## config.mk

```make
export PLATFORM = sky130hd
export DESIGN_NAME = dppa_top
export DESIGN_NICKNAME = d
export VERILOG_FILES = /design/src/hw/dppa_pkg.sv /design/src/hw/dppa_irq_if.sv /design/src/hw/dppa_top.sv /design/src/hw/dppa_edge_det.sv /design/src/hw/dppa_irq_flags.sv
export SDC_FILE = /design/constraint.sdc
export NUM_CORES = 1
export LEC_CHECK = 0
export ABC_CLOCK_PERIOD_IN_PS = 3300
export CAP_MARGIN = 0
export CELL_PAD_IN_SITES_DETAIL_PLACEMENT = 1
export CELL_PAD_IN_SITES_GLOBAL_PLACEMENT = 2
export CORE_MARGIN = 1.5
export CORE_UTILIZATION = 39
export DETAILED_ROUTE_END_ITERATION = 8
export DONT_BUFFER_PORTS = 1
export GPL_TIMING_DRIVEN = 0
export PLACE_DENSITY_LB_ADDON = 0.12
export REMOVE_ABC_BUFFERS = 1
export SYNTH_ARGS = -nofsm -noshare
export SYNTH_HDL_FRONTEND = slang
export SYNTH_SLANG_ARGS = --single-unit
```

## constraint.sdc

```tcl
create_clock -name core_clk -period 3.3 [get_ports core_clk]
set_clock_uncertainty 0.1 [all_clocks]
set_input_delay 0 -clock core_clk [delete_from_list [all_inputs] [get_ports core_clk]]
set_output_delay 0 -clock core_clk [all_outputs]
set_load 0.01 [all_outputs]
```

## src/hw/dppa_pkg.sv

```systemverilog
// Shared constants of the dual port peripheral adapter
package dppa_pkg;
  // Widths
  localparam int unsigned PORT_W = 8;
  localparam int unsigned CFG_W  = 6;
  // Register select codes {reg_sel_high, reg_sel_low}
  localparam logic [1:0] SEL_DATA_A = 2'h0;
  localparam logic [1:0] SEL_CTRL_A = 2'h1;
  localparam logic [1:0] SEL_DATA_B = 2'h2;
  localparam logic [1:0] SEL_CTRL_B = 2'h3;
  // Control register fields
  localparam int unsigned BIT_EN1   = 0;
  localparam int unsigned BIT_EDGE1 = 1;
  localparam int unsigned BIT_ACC   = 2;
  localparam int unsigned BIT_EN2   = 3;
  localparam int unsigned BIT_EDGE2 = 4;
  localparam int unsigned BIT_MODE2 = 5;
  localparam int unsigned BIT_FLAG2 = 6;
  localparam int unsigned BIT_FLAG1 = 7;
  // Reset values
  localparam logic [7:0] RST_REG = 8'h00;
  localparam logic [5:0] RST_CFG = 6'h00;
endpackage : dppa_pkg

```

## src/hw/dppa_irq_if.sv

```systemverilog
// Carrier between the top and one interrupt flag section
`timescale 1ns/100ps
`default_nettype none
interface dppa_irq_if;
  logic edge1;
  logic edge2;
  logic clear;
  logic en1;
  logic en2;
  logic flag1;
  logic flag2;
  logic irq;
  modport ctl (output edge1, edge2, clear, en1, en2,
               input  flag1, flag2, irq);
  modport flg (input  edge1, edge2, clear, en1, en2,
               output flag1, flag2, irq);
endinterface : dppa_irq_if
`default_nettype wire

```

## src/hw/dppa_top.sv

```systemverilog
// Dual port peripheral adapter: bus decode, port registers, pins
`timescale 1ns/100ps
`default_nettype none
module dppa_top #(
  parameter int unsigned WIDTH = dppa_pkg::PORT_W
) (
  // Clock and resets
  input  wire logic             core_clk,
  input  wire logic             rst_n,
  input  wire logic             clk_en,
  input  wire logic             init_n,
  // Processor bus
  input  wire logic             phase2,
  input  wire logic             sel_hi_0,
  input  wire logic             sel_hi_1,
  input  wire logic             sel_lo_n,
  input  wire logic             reg_sel_high,
  input  wire logic             reg_sel_low,
  input  wire logic             rd_wr,
  input  wire logic [7:0]       data_in,
  output logic      [7:0]       data_out,
  output logic                  data_oe_n,
  // Port A pins
  input  wire logic [WIDTH-1:0] port_a_lines_in,
  output logic      [WIDTH-1:0] port_a_lines_out,
  output logic      [WIDTH-1:0] port_a_lines_oe_n,
  // Port B pins
  input  wire logic [WIDTH-1:0] port_b_lines_in,
  output logic      [WIDTH-1:0] port_b_lines_out,
  output logic      [WIDTH-1:0] port_b_lines_oe_n,
  // Control lines
  input  wire logic             ctl_in_a1,
  input  wire logic             ctl_io_a2,
  input  wire logic             ctl_in_b1,
  input  wire logic             ctl_io_b2,
  // Open-drain requests
  output logic                  int_req_a_n_out,
  output logic                  int_req_a_n_oe_n,
  output logic                  int_req_b_n_out,
  output logic                  int_req_b_n_oe_n
);
  logic             clr;
  logic             chipSel;
  logic [1:0]       regSel;
  logic             phase2_q;
  logic             p2Fall;
  logic [7:0]       dataLatch_q;
  logic [1:0]       wrSel_q;
  logic             wrPend_q;
  logic [1:0]       rdSel_q;
  logic             rdPend_q;
  logic             commit;
  logic [5:0]       ctrlA_q;
  logic [5:0]       ctrlB_q;
  logic [WIDTH-1:0] dirA_q;
  logic [WIDTH-1:0] dirB_q;
  logic [WIDTH-1:0] outA_q;
  logic [WIDTH-1:0] outB_q;
  logic [7:0]       ctrlRdA;
  logic [7:0]       ctrlRdB;
  logic [WIDTH-1:0] portBRead;
  logic [7:0]       dataOut_d;
  logic [7:0]       dataOut_q;
  logic             edgeA1;
  logic             edgeA2;
  logic             edgeB1;
  logic             edgeB2;
  logic             clrA;
  logic             clrB;
  logic             wrCtrlA;
  logic             wrCtrlB;
  logic             wrDirA;
  logic             wrDirB;
  logic             wrOutA;
  logic             wrOutB;
  dppa_irq_if int_req_a_n ();
  dppa_irq_if int_req_b_n ();
  // reset pin clears like the core reset
  assign clr = ~rst_n | ~init_n;
  assign chipSel = sel_hi_0 & sel_hi_1 & ~sel_lo_n;
  assign regSel  = {reg_sel_high, reg_sel_low};
  always_ff @(posedge core_clk) begin
    if (clr) begin
      phase2_q <= 1'b0;
    end else if (clk_en) begin
      phase2_q <= phase2;
    end
  end
  assign p2Fall = phase2_q & ~phase2;
  // write data held until phase two falls
  always_ff @(posedge core_clk) begin
    if (clr) begin
      dataLatch_q <= dppa_pkg::RST_REG;
      wrSel_q     <= 2'h0;
      wrPend_q    <= 1'b0;
    end else if (clk_en) begin
      if (phase2 && chipSel && !rd_wr) begin
        dataLatch_q <= data_in;
        wrSel_q     <= regSel;
        wrPend_q    <= 1'b1;
      end else if (p2Fall) begin
        wrPend_q    <= 1'b0;
      end
    end
  end

  // A read counts once, at the end of its phase two pulse
  always_ff @(posedge core_clk) begin
    if (clr) begin
      rdSel_q  <= 2'h0;
      rdPend_q <= 1'b0;
    end else if (clk_en) begin
      if (phase2 && chipSel && rd_wr) begin
        rdSel_q  <= regSel;
        rdPend_q <= 1'b1;
      end else if (p2Fall) begin
        rdPend_q <= 1'b0;
      end
    end
  end

  assign commit = p2Fall & wrPend_q;
  assign wrCtrlA = commit && wrSel_q == dppa_pkg::SEL_CTRL_A;
  assign wrCtrlB = commit && wrSel_q == dppa_pkg::SEL_CTRL_B;
  assign wrOutA  = commit && wrSel_q == dppa_pkg::SEL_DATA_A
                   && ctrlA_q[dppa_pkg::BIT_ACC];
  assign wrDirA  = commit && wrSel_q == dppa_pkg::SEL_DATA_A
                   && !ctrlA_q[dppa_pkg::BIT_ACC];
  assign wrOutB  = commit && wrSel_q == dppa_pkg::SEL_DATA_B
                   && ctrlB_q[dppa_pkg::BIT_ACC];
  assign wrDirB  = commit && wrSel_q == dppa_pkg::SEL_DATA_B
                   && !ctrlB_q[dppa_pkg::BIT_ACC];

  // writable registers, flags are not writable
  always_ff @(posedge core_clk) begin
    if (clr) begin
      ctrlA_q <= dppa_pkg::RST_CFG;
    end else if (clk_en && wrCtrlA) begin
      ctrlA_q <= dataLatch_q[5:0];
    end
  end

  always_ff @(posedge core_clk) begin
    if (clr) begin
      ctrlB_q <= dppa_pkg::RST_CFG;
    end else if (clk_en && wrCtrlB) begin
      ctrlB_q <= dataLatch_q[5:0];
    end
  end

  // direction cleared, every line an input
  always_ff @(posedge core_clk) begin
    if (clr) begin
      dirA_q <= '0;
      dirB_q <= '0;
    end else if (clk_en) begin
      if (wrDirA) begin
        dirA_q <= dataLatch_q[WIDTH-1:0];
      end
      if (wrDirB) begin
        dirB_q <= dataLatch_q[WIDTH-1:0];
      end
    end
  end

  always_ff @(posedge core_clk) begin
    if (clr) begin
      outA_q <= '0;
      outB_q <= '0;
    end else if (clk_en) begin
      if (wrOutA) begin
        outA_q <= dataLatch_q[WIDTH-1:0];
      end
      if (wrOutB) begin
        outB_q <= dataLatch_q[WIDTH-1:0];
      end
    end
  end

  // driven value is the output register
  assign port_a_lines_out  = outA_q;
  assign port_a_lines_oe_n = ~dirA_q;
  // input lines of port B float
  assign port_b_lines_out  = outB_q;
  assign port_b_lines_oe_n = ~dirB_q;

  // polarity from bits 1 and 4
  dppa_edge_det u_edge_a1 (
    .core_clk (core_clk),
    .clr      (clr),
    .clk_en   (clk_en),
    .line     (ctl_in_a1),
    .rising   (ctrlA_q[dppa_pkg::BIT_EDGE1]),
    .pulse    (edgeA1)
  );
  dppa_edge_det u_edge_a2 (
    .core_clk (core_clk),
    .clr      (clr),
    .clk_en   (clk_en),
    .line     (ctl_io_a2),
    .rising   (ctrlA_q[dppa_pkg::BIT_EDGE2]),
    .pulse    (edgeA2)
  );
  dppa_edge_det u_edge_b1 (
    .core_clk (core_clk),
    .clr      (clr),
    .clk_en   (clk_en),
    .line     (ctl_in_b1),
    .rising   (ctrlB_q[dppa_pkg::BIT_EDGE1]),
    .pulse    (edgeB1)
  );
  dppa_edge_det u_edge_b2 (
    .core_clk (core_clk),
    .clr      (clr),
    .clk_en   (clk_en),
    .line     (ctl_io_b2),
    .rising   (ctrlB_q[dppa_pkg::BIT_EDGE2]),
    .pulse    (edgeB2)
  );

  // a port's data read with its access bit set clears that port's flags
  assign clrA = commit ? 1'b0 : (p2Fall && rdPend_q
                && rdSel_q == dppa_pkg::SEL_DATA_A
                && ctrlA_q[dppa_pkg::BIT_ACC]);
  assign clrB = commit ? 1'b0 : (p2Fall && rdPend_q
                && rdSel_q == dppa_pkg::SEL_DATA_B
                && ctrlB_q[dppa_pkg::BIT_ACC]);

  // first line feeds flag 7, enable 0
  // second line feeds flag 6, enable 3
  // Second line counts only while it is in input mode
  assign int_req_a_n.edge1 = edgeA1;
  assign int_req_a_n.edge2 = edgeA2 & ~ctrlA_q[dppa_pkg::BIT_MODE2];
  assign int_req_a_n.clear = clrA;
  assign int_req_a_n.en1   = ctrlA_q[dppa_pkg::BIT_EN1];
  assign int_req_a_n.en2   = ctrlA_q[dppa_pkg::BIT_EN2];
  assign int_req_b_n.edge1 = edgeB1;
  assign int_req_b_n.edge2 = edgeB2 & ~ctrlB_q[dppa_pkg::BIT_MODE2];
  assign int_req_b_n.clear = clrB;
  assign int_req_b_n.en1   = ctrlB_q[dppa_pkg::BIT_EN1];
  assign int_req_b_n.en2   = ctrlB_q[dppa_pkg::BIT_EN2];

  dppa_irq_flags u_flags_a (
    .core_clk (core_clk),
    .clr      (clr),
    .clk_en   (clk_en),
    .irq_io   (int_req_a_n.flg)
  );
  dppa_irq_flags u_flags_b (
    .core_clk (core_clk),
    .clr      (clr),
    .clk_en   (clk_en),
    .irq_io   (int_req_b_n.flg)
  );
  // pull low or release, never drive high
  assign int_req_a_n_out  = 1'b0;
  assign int_req_a_n_oe_n = ~int_req_a_n.irq;
  assign int_req_b_n_out  = 1'b0;
  assign int_req_b_n_oe_n = ~int_req_b_n.irq;
  assign ctrlRdA = {int_req_a_n.flag1, int_req_a_n.flag2, ctrlA_q};
  assign ctrlRdB = {int_req_b_n.flag1, int_req_b_n.flag2, ctrlB_q};
  // port B outputs read from register
  assign portBRead = (outB_q & dirB_q) | (port_b_lines_in & ~dirB_q);

  always_comb begin
    dataOut_d = dppa_pkg::RST_REG;
    unique case (regSel)
      dppa_pkg::SEL_DATA_A: begin
        dataOut_d[WIDTH-1:0] = ctrlA_q[dppa_pkg::BIT_ACC] ?
                               port_a_lines_in : dirA_q;
      end
      dppa_pkg::SEL_CTRL_A: begin
        dataOut_d = ctrlRdA;
      end
      dppa_pkg::SEL_DATA_B: begin
        dataOut_d[WIDTH-1:0] = ctrlB_q[dppa_pkg::BIT_ACC] ?
                               portBRead : dirB_q;
      end
      dppa_pkg::SEL_CTRL_B: begin
        dataOut_d = ctrlRdB;
      end
    endcase
  end

  // Read data registered one cycle behind the select lines
  always_ff @(posedge core_clk) begin
    if (clr) begin
      dataOut_q <= dppa_pkg::RST_REG;
    end else if (clk_en) begin
      dataOut_q <= dataOut_d;
    end
  end

  assign data_out = dataOut_q;
  // drive only while selected for a read
  assign data_oe_n = ~(chipSel & rd_wr);
endmodule : dppa_top
`default_nettype wire

```

## src/hw/dppa_edge_det.sv

```systemverilog
// Sampled edge detector for one control line
`timescale 1ns/100ps
`default_nettype none
module dppa_edge_det (
  // Clocking
  input  wire logic core_clk,
  input  wire logic clr,
  input  wire logic clk_en,
  // Line and polarity
  input  wire logic line,
  input  wire logic rising,
  // Event
  output logic      pulse
);
  logic prev_q;

  always_ff @(posedge core_clk) begin
    if (clr) begin
      prev_q <= 1'b0;
    end else if (clk_en) begin
      prev_q <= line;
    end
  end

  // Edge polarity picked by the control bit, not latched; a steady line
  // gives no pulse under either polarity, so a polarity change is no edge
  assign pulse = clk_en & (rising ? (line & ~prev_q) : (~line & prev_q));
endmodule : dppa_edge_det
`default_nettype wire

```

## src/hw/dppa_irq_flags.sv

```systemverilog
// Two sticky interrupt flags and the request of one port
`timescale 1ns/100ps
`default_nettype none
module dppa_irq_flags (
  // Clocking
  input  wire logic core_clk,
  input  wire logic clr,
  input  wire logic clk_en,
  // Section carrier
  dppa_irq_if.flg   irq_io
);
  logic flag1_q;
  logic flag2_q;

  always_ff @(posedge core_clk) begin
    if (clr) begin
      flag1_q <= 1'b0;
    end else if (clk_en) begin
      flag1_q <= irq_io.edge1 | (flag1_q & ~irq_io.clear);
    end
  end

  always_ff @(posedge core_clk) begin
    if (clr) begin
      flag2_q <= 1'b0;
    end else if (clk_en) begin
      flag2_q <= irq_io.edge2 | (flag2_q & ~irq_io.clear);
    end
  end

  assign irq_io.flag1 = flag1_q;
  assign irq_io.flag2 = flag2_q;
  assign irq_io.irq = (flag1_q & irq_io.en1) | (flag2_q & irq_io.en2);
endmodule : dppa_irq_flags
`default_nettype wire

```

==> results.md, run 1 <==
- Outcome: complete, no violations
- Max cap viols: 0
- Setup CP Type: input pin to flop
- Antenna-violating nets left: 0
- Clock latency on the worst-skew pair: 340 ps
- Synth Area per Inst: 8.76 um2
- Largest family of logic cells by synthesized area: multiplexers
- Most common cell after layout, fill and taps aside: dfxtp_1
- Number of synthesized flops with an enable pin: 0
- Synth-to-layout area growth: 19.8%
- Die W: 95.5 um
- Req. time, crit path: 3430 ps
- WL/cell: 18.0 um
- Reg2reg setup slack: 940 ps
- N_diodes: 0
- Clock Path Buffers: 2
- Post-Synthesis Cells: 381
- Initial Utilization: 40.4%
- HPWL after DPL: 6200 um
- Vias: 2765
- Simple-gate share of the synthesized area: 16.2%
- Clock sink count: 75
- Pin count of the biggest net entering global routing: 36
- Synth Area in XOR/XNOR: 0%
- Hold Crit Depth: 2
- Power Dens Cells: 416 nW/um2
- Max-Slew Margin vs Limit: 18.9%
- Port Buffer Count: 0
- DRC viols: 0
- Setup WS post-layout: 261 ps
- Vias in the first global route: 2777
- Post-synthesis sequential area ratio: 45.0%
- Dominant cells by area after synthesis: dfxtp_1 45%, mux2i_1 19%, nor2_1 5.7%, o21ai_0 4.5%, a21oi_1 3.9%
- Core area: 8260 um2
- Congestion Overflow GR: 0
- Via-to-Cell Ratio: 5.31
- Reg2reg end: port_b_lines_out[3]
- FF+latch area: 1500 um2
- GP Congestion: 0.727
- Startpoint types: input pin
- Async set-or-reset flop fraction in the synthesized netlist: 0%
- Final setup fails: 0
- Nets: 450
- R2R depth: 3
- First-pass GRT wire length: 14500 um
- Worst Tran Pin Value: 1210 ps
- Post-synth top area share: 45.0%
- Die height: 95.5 um
- VDD IR max: 0.000185 V
- Row count: 33
- WP data arrival: 3170 ps
- Yosys reg bits: 75
- CP endpoint kind: flop
- Layout cell share with drive strength beyond 1: 5.29%
- Mapped cell area: 3340 um2
- Mux contribution to synthesized area: 18.6%
- Total GRT Usage: 21.5%
- RSZ-0062 raised after global routing: false
- Area leader, netlist: dfxtp_1
- Most frequent cells in the layout: 75 x dfxtp_1, 62 x mux2i_1, 51 x nor2_1, 43 x dlygate4sd3_1, 30 x o21ai_0
- CTS Buf Count: 9
- Setup TNS: 0 ps
- Fin area: 4000 um2
- Initial antenna violation count: 0
- Period Utilization, post-route: 92.1%
- Endpoints failing hold: 0
- Iter 0 DRT Violations: 97
- Post-Synth Adder-Cell Area: 0%
- Placed Instance Area: 3390 um2
- Prevailing post-synth register cell: dfxtp_1
- Hold Path End: dataLatch_q[3]
- Filler Cell Count: 982
- WL final: 9390 um
- Min cycle time layout: 3040 ps
- Worst Path Max Fanout: 12
- Max Slew Vio Count: 0
- R2r startpoint: ctrlB_q[2]
- CTS tree: built
- Distinct cell type count after synthesis: 34
- Die ar.: 9120 um2
- Post-Place Worst Slack: 929 ps
- P_leak: 1.42 nW
- Power Total: 0.00166 W
- Post-synthesis compound-gate area fraction: 13.1%
- Clk slew on worst S/H paths: 90 ps
- Drt pass-1 iters: 4
- Critical Path Start: clk_en
- Worst hold path type: input pin to flop
- Root buffer cell: clkbuf_8
- Area of the multi-input gates: 1630 um2
- I/O pin count: 84
- H-tree levels: 3
- Worst hold start: rst_n
- Achievable frequency: 329 MHz
- Yosys warns: 0
worst max-delay path, stage by stage:
cell and delay (ps):
dlygate4sd3_1 920, nand2_1 250, nor4_4 330, dlygate4sd3_1 640
buf_8 170, mux2i_1 210, dlygate4sd3_1 580, nor2_1 40
what timing repair did:
| item | in CTS | in global routing |
|---|---|---|
| resized for setup | 0 | 0 |
| endpoints found under the hold margin | 33 | 0 |
| hold buffers | 43 | 0 |
| buffers inserted | 0 | 0 |
| endpoints found under the setup margin | 0 | 0 |
worst max path at each step:
stage,end,depth (start not counted)
finish,dataLatch_q[2],8
global placement,port_b_lines_out[6],3
global route,dataLatch_q[5],8
detailed placement,port_b_lines_out[3],3
floorplan,port_b_lines_out[0],3
CTS,dataLatch_q[7],8
sequential cells by signal, indices dropped and copies added, names as in the netlist:
name and flops:
dataLatch_q 8, data_out 8, dirA_q 8, dirB_q 8
port_a_lines_out 8, port_b_lines_out 8, ctrlA_q 6, ctrlB_q 6
rdSel_q 2, wrSel_q 2, phase2_q 1, rdPend_q 1
u_edge_a1.prev_q 1, u_edge_a2.prev_q 1, u_edge_b1.prev_q 1, u_edge_b2.prev_q 1
u_flags_a.irq_io.flag1 1, u_flags_a.irq_io.flag2 1, u_flags_b.irq_io.flag1 1, u_flags_b.irq_io.flag2 1
wrPend_q 1
where the power goes:
group          switching, W  leakage (nW)   total, W  internal [W]
sequential       0.00000712         0.605   0.000917      0.000910
clock              0.000352        0.0859   0.000649      0.000297
combinational     0.0000519         0.733  0.0000980     0.0000461
cells in the mapped netlist (all sizes together), types with 2 or more instances:
| cell type | count |
|---|---|
| a211oi | 7 |
| a21oi | 26 |
| a22oi | 2 |
| a31oi | 7 |
| and2 | 2 |
| buf | 14 |
| clkbuf | 13 |
| dfxtp | 75 |
| inv | 25 |
| mux2i | 62 |
| nand2 | 27 |
| nand2b | 4 |
| nand3 | 11 |
| nor2 | 51 |
| nor2b | 4 |
| nor3b | 3 |
| nor4 | 3 |
| o21ai | 30 |
| o22ai | 2 |
| o32ai | 2 |
| or4 | 2 |
through the flow:
stage / hold WS (ps) / utilization (%) / instances
after floorplan: 30.4 / - / 355
after global placement: 37.0 / 40.4 / 460
after detailed placement: 54.8 / 41.0 / 462
after CTS: 9.14 / 48.4 / 521
after global routing: 29.4 / 48.4 / 521
final: 5.58 / 48.4 / 521
layout make-up:
type | instances | area share, %
inverter | 25 | 2.35
multi-input combinational | 255 | 40.7
timing repair buffer | 45 | 11.6
clock inverter | 5 | 0.939
sequential | 75 | 37.5
clock buffer | 11 | 3.54
tap | 105 | 3.29
routing by layer:
layer	vias up	track usage (%)	share of wire, %
li1	1360	-	-
met1	1343	27.3	47
met2	55	36.9	49
met3	7	4.07	3.8
met4	0	5.88	0.70
met5	-	0	0
cell families (layout without fill, tap and decap cells):
| group | after synthesis | count (layout) |
|---|---|---|
| simple gates | 113 | 113 |
| compound gates | 78 | 78 |
| flops | 75 | 75 |
| mux | 62 | 62 |
| buf+inv | 52 | 86 |
| other cells | 1 | 2 |
Note: power is estimated with default switching activity, not from simulation.
==> run 2: changes to the inputs <==
--- a/config.mk
+++ b/config.mk
@@ -15,6 +15,7 @@
 export DONT_BUFFER_PORTS = 1
 export GPL_TIMING_DRIVEN = 0
 export PLACE_DENSITY_LB_ADDON = 0.12
+export RECOVER_POWER = 100
 export REMOVE_ABC_BUFFERS = 1
 export SYNTH_ARGS = -nofsm -noshare
 export SYNTH_HDL_FRONTEND = slang
==> run 2 against run 1 <==
  * Non-clock buffer count is the same
  * Combinational power shrank 1%
  * Final area shrank 0.41%
  * Clock power is essentially flat
  * Total power shrank 0.16%
  * Sequential power is essentially flat
  * Cell count is the same
  * Largest cell class unchanged
==> results.md, run 2 (synthesis results as in run 1) <==
- Nets: 450
- VDD IR max: 0.000185 V
- I/O pin count: 84
- Setup CP Type: input pin to flop
- Synth-to-layout area growth: 19.3%
- Worst hold path type: input pin to flop
- Final Core Density: 48.2%
- Worst Tran Pin Value: 1190 ps
- Worst hold start: rst_n
- Via-to-Cell Ratio: 5.31
- CTS tree: built
- FF+latch area: 1500 um2
- Most used routing layer: met2
- GP Congestion: 0.727
- Port Buffer Count: 0
- Layout cell share with drive strength beyond 1: 4.81%
- Fin area: 3980 um2
- Max-Slew Margin vs Limit: 20.2%
- Clock sink count: 75
- P_leak: 1.40 nW
- Achievable frequency: 338 MHz
- RSZ-0062 raised after global routing: false
- Met2 Track Usage GR: 36.9%
- HPWL after DPL: 6200 um
- Placed Instance Area: 3390 um2
- Most frequent cells in the layout: 75 x dfxtp_1, 62 x mux2i_1, 51 x nor2_1, 43 x dlygate4sd3_1, 30 x o21ai_0
- Vias in the first global route: 2777
- Worst Path Max Fanout: 12
- Root buffer cell: clkbuf_8
- Drt pass-1 iters: 4
- R2R depth: 3
- Clock network power share: 39.0%
- Filler Cell Count: 984
- Met3 GRT Util: 4.07%
- N_diodes: 0
- Crit-path slowest cell: dlygate4sd3_1
- Final setup fails: 0
- Area of the multi-input gates: 1610 um2
- Crit-path cells: dlygate4sd3_1 -> nand2_1 -> nor4_4 -> dlygate4sd3_1 -> buf_8 -> mux2i_1 -> dlygate4sd3_1 -> nor2_1
- Outcome: complete, no violations
- Antenna-violating nets left: 0
- Post-Place Worst Slack: 929 ps
- Buf/Inv on CP: 4
- Die ar.: 9120 um2
- Reg2reg end: port_b_lines_out[3]
- Max Slew Vio Count: 0
- Congestion Overflow GR: 0
- DRC viols: 0
- Row count: 33
- R2r startpoint: ctrlB_q[2]
- Pin count of the biggest net entering global routing: 36
- Initial antenna violation count: 0
- Startpoint types: input pin
- Slowest cell delay on critical path: 860 ps
- Core area: 8260 um2
- Die W: 95.5 um
- M1 GR Usage: 27.3%
- Internal: 0.00125 W
- Most common cell after layout, fill and taps aside: dfxtp_1
- H-tree levels: 3
- Vias: 2769
- Hold Path End: dataLatch_q[3]
- Req. time, crit path: 3430 ps
- Setup TNS: 0 ps
- Endpoints failing hold: 0
- Largest delay contributor family on the critical path: buffers and inverters
- Initial Utilization: 40.4%
- CTS Buf Count: 9
- WL/cell: 18.0 um
- Sequential cell fraction of total power: 55.2%
- Power Dens Cells: 417 nW/um2
- Comb pwr share: 5.8%
- Total GRT Usage: 21.5%
- Iter 0 DRT Violations: 103
- Critical Path Start: clk_en
- Reg2reg setup slack: 960 ps
- Clock latency on the worst-skew pair: 340 ps
- CP dominant cell by count: dlygate4sd3_1
- CP endpoint kind: flop
- Clock Path Buffers: 2
- Die height: 95.5 um
- Post-cts gate resize count: 0
- Period Utilization, post-route: 89.6%
- Total net switching power: 0.000409 W
- Min cycle time layout: 2960 ps
- Switching share of power: 24.6%
- WP data arrival: 3090 ps
- WL final: 9370 um
- Setup WS post-layout: 343 ps
- Hold Crit Depth: 2
- Crit path depth: 8
- Max cap viols: 0
- Clk slew on worst S/H paths: 90 ps
- First-pass GRT wire length: 14500 um
## run 2: cell counts in the layout (fill, tap and decap cells not counted)
No cell type changed its count.
## run 2: metrics by stage
| stage | total power [W] | std cells | hold WS [ps] |
|---|---|---|---|
| CTS | 0.00168 | 521 | 9.14 |
| global placement | 0.000987 | 460 | 37.0 |
| floorplan | 0.000973 | 355 | 30.4 |
| detailed placement | 0.000993 | 462 | 54.8 |
| finish | 0.00166 | 521 | 6.82 |
| global route | 0.00173 | 521 | 29.4 |
## run 2: routing by layer
| layer | vias to the layer above | wire (um) |
|---|---|---|
| li1 | 1361 | - |
| met1 | 1349 | 4300 |
| met2 | 55 | 4690 |
| met3 | 4 | 347 |
| met4 | 0 | 36 |
| met5 | - | 0 |
## run 2: repair_timing
action                                 CTS  global route
buffers inserted                         0             0
endpoints found under the hold margin   33             0
hold buffers                            43             0
## run 2: power by group through the flow
stage / combinational (W) / clock [W] / sequential, W
final: 0.0000966 / 0.000648 / 0.000917
after floorplan: 0.0000365 / 0 / 0.000937
after CTS: 0.0000971 / 0.000667 / 0.000918
after global placement: 0.0000488 / 0 / 0.000939
after detailed placement: 0.0000540 / 0 / 0.000939
after global routing: 0.000107 / 0.000703 / 0.000919
## run 2: area by class of cell
cell class,count,area share [%]
Tap cell,105,3.30
Clock inverter,5,0.943
Sequential cell,75,37.7
Timing Repair Buffer,45,11.7
Multi-Input combinational cell,255,40.5
Inverter,25,2.36
Clock buffer,11,3.55
## run 2: worst max path at each step
stage          slack, ps                  end
6_report             340       dataLatch_q[2]
5_1_grt              170       dataLatch_q[5]
4_1_cts              300       dataLatch_q[7]
3_5_place_dp         930  port_b_lines_out[3]
3_3_place_gp         480  port_b_lines_out[6]
2_1_floorplan       1340  port_b_lines_out[0]
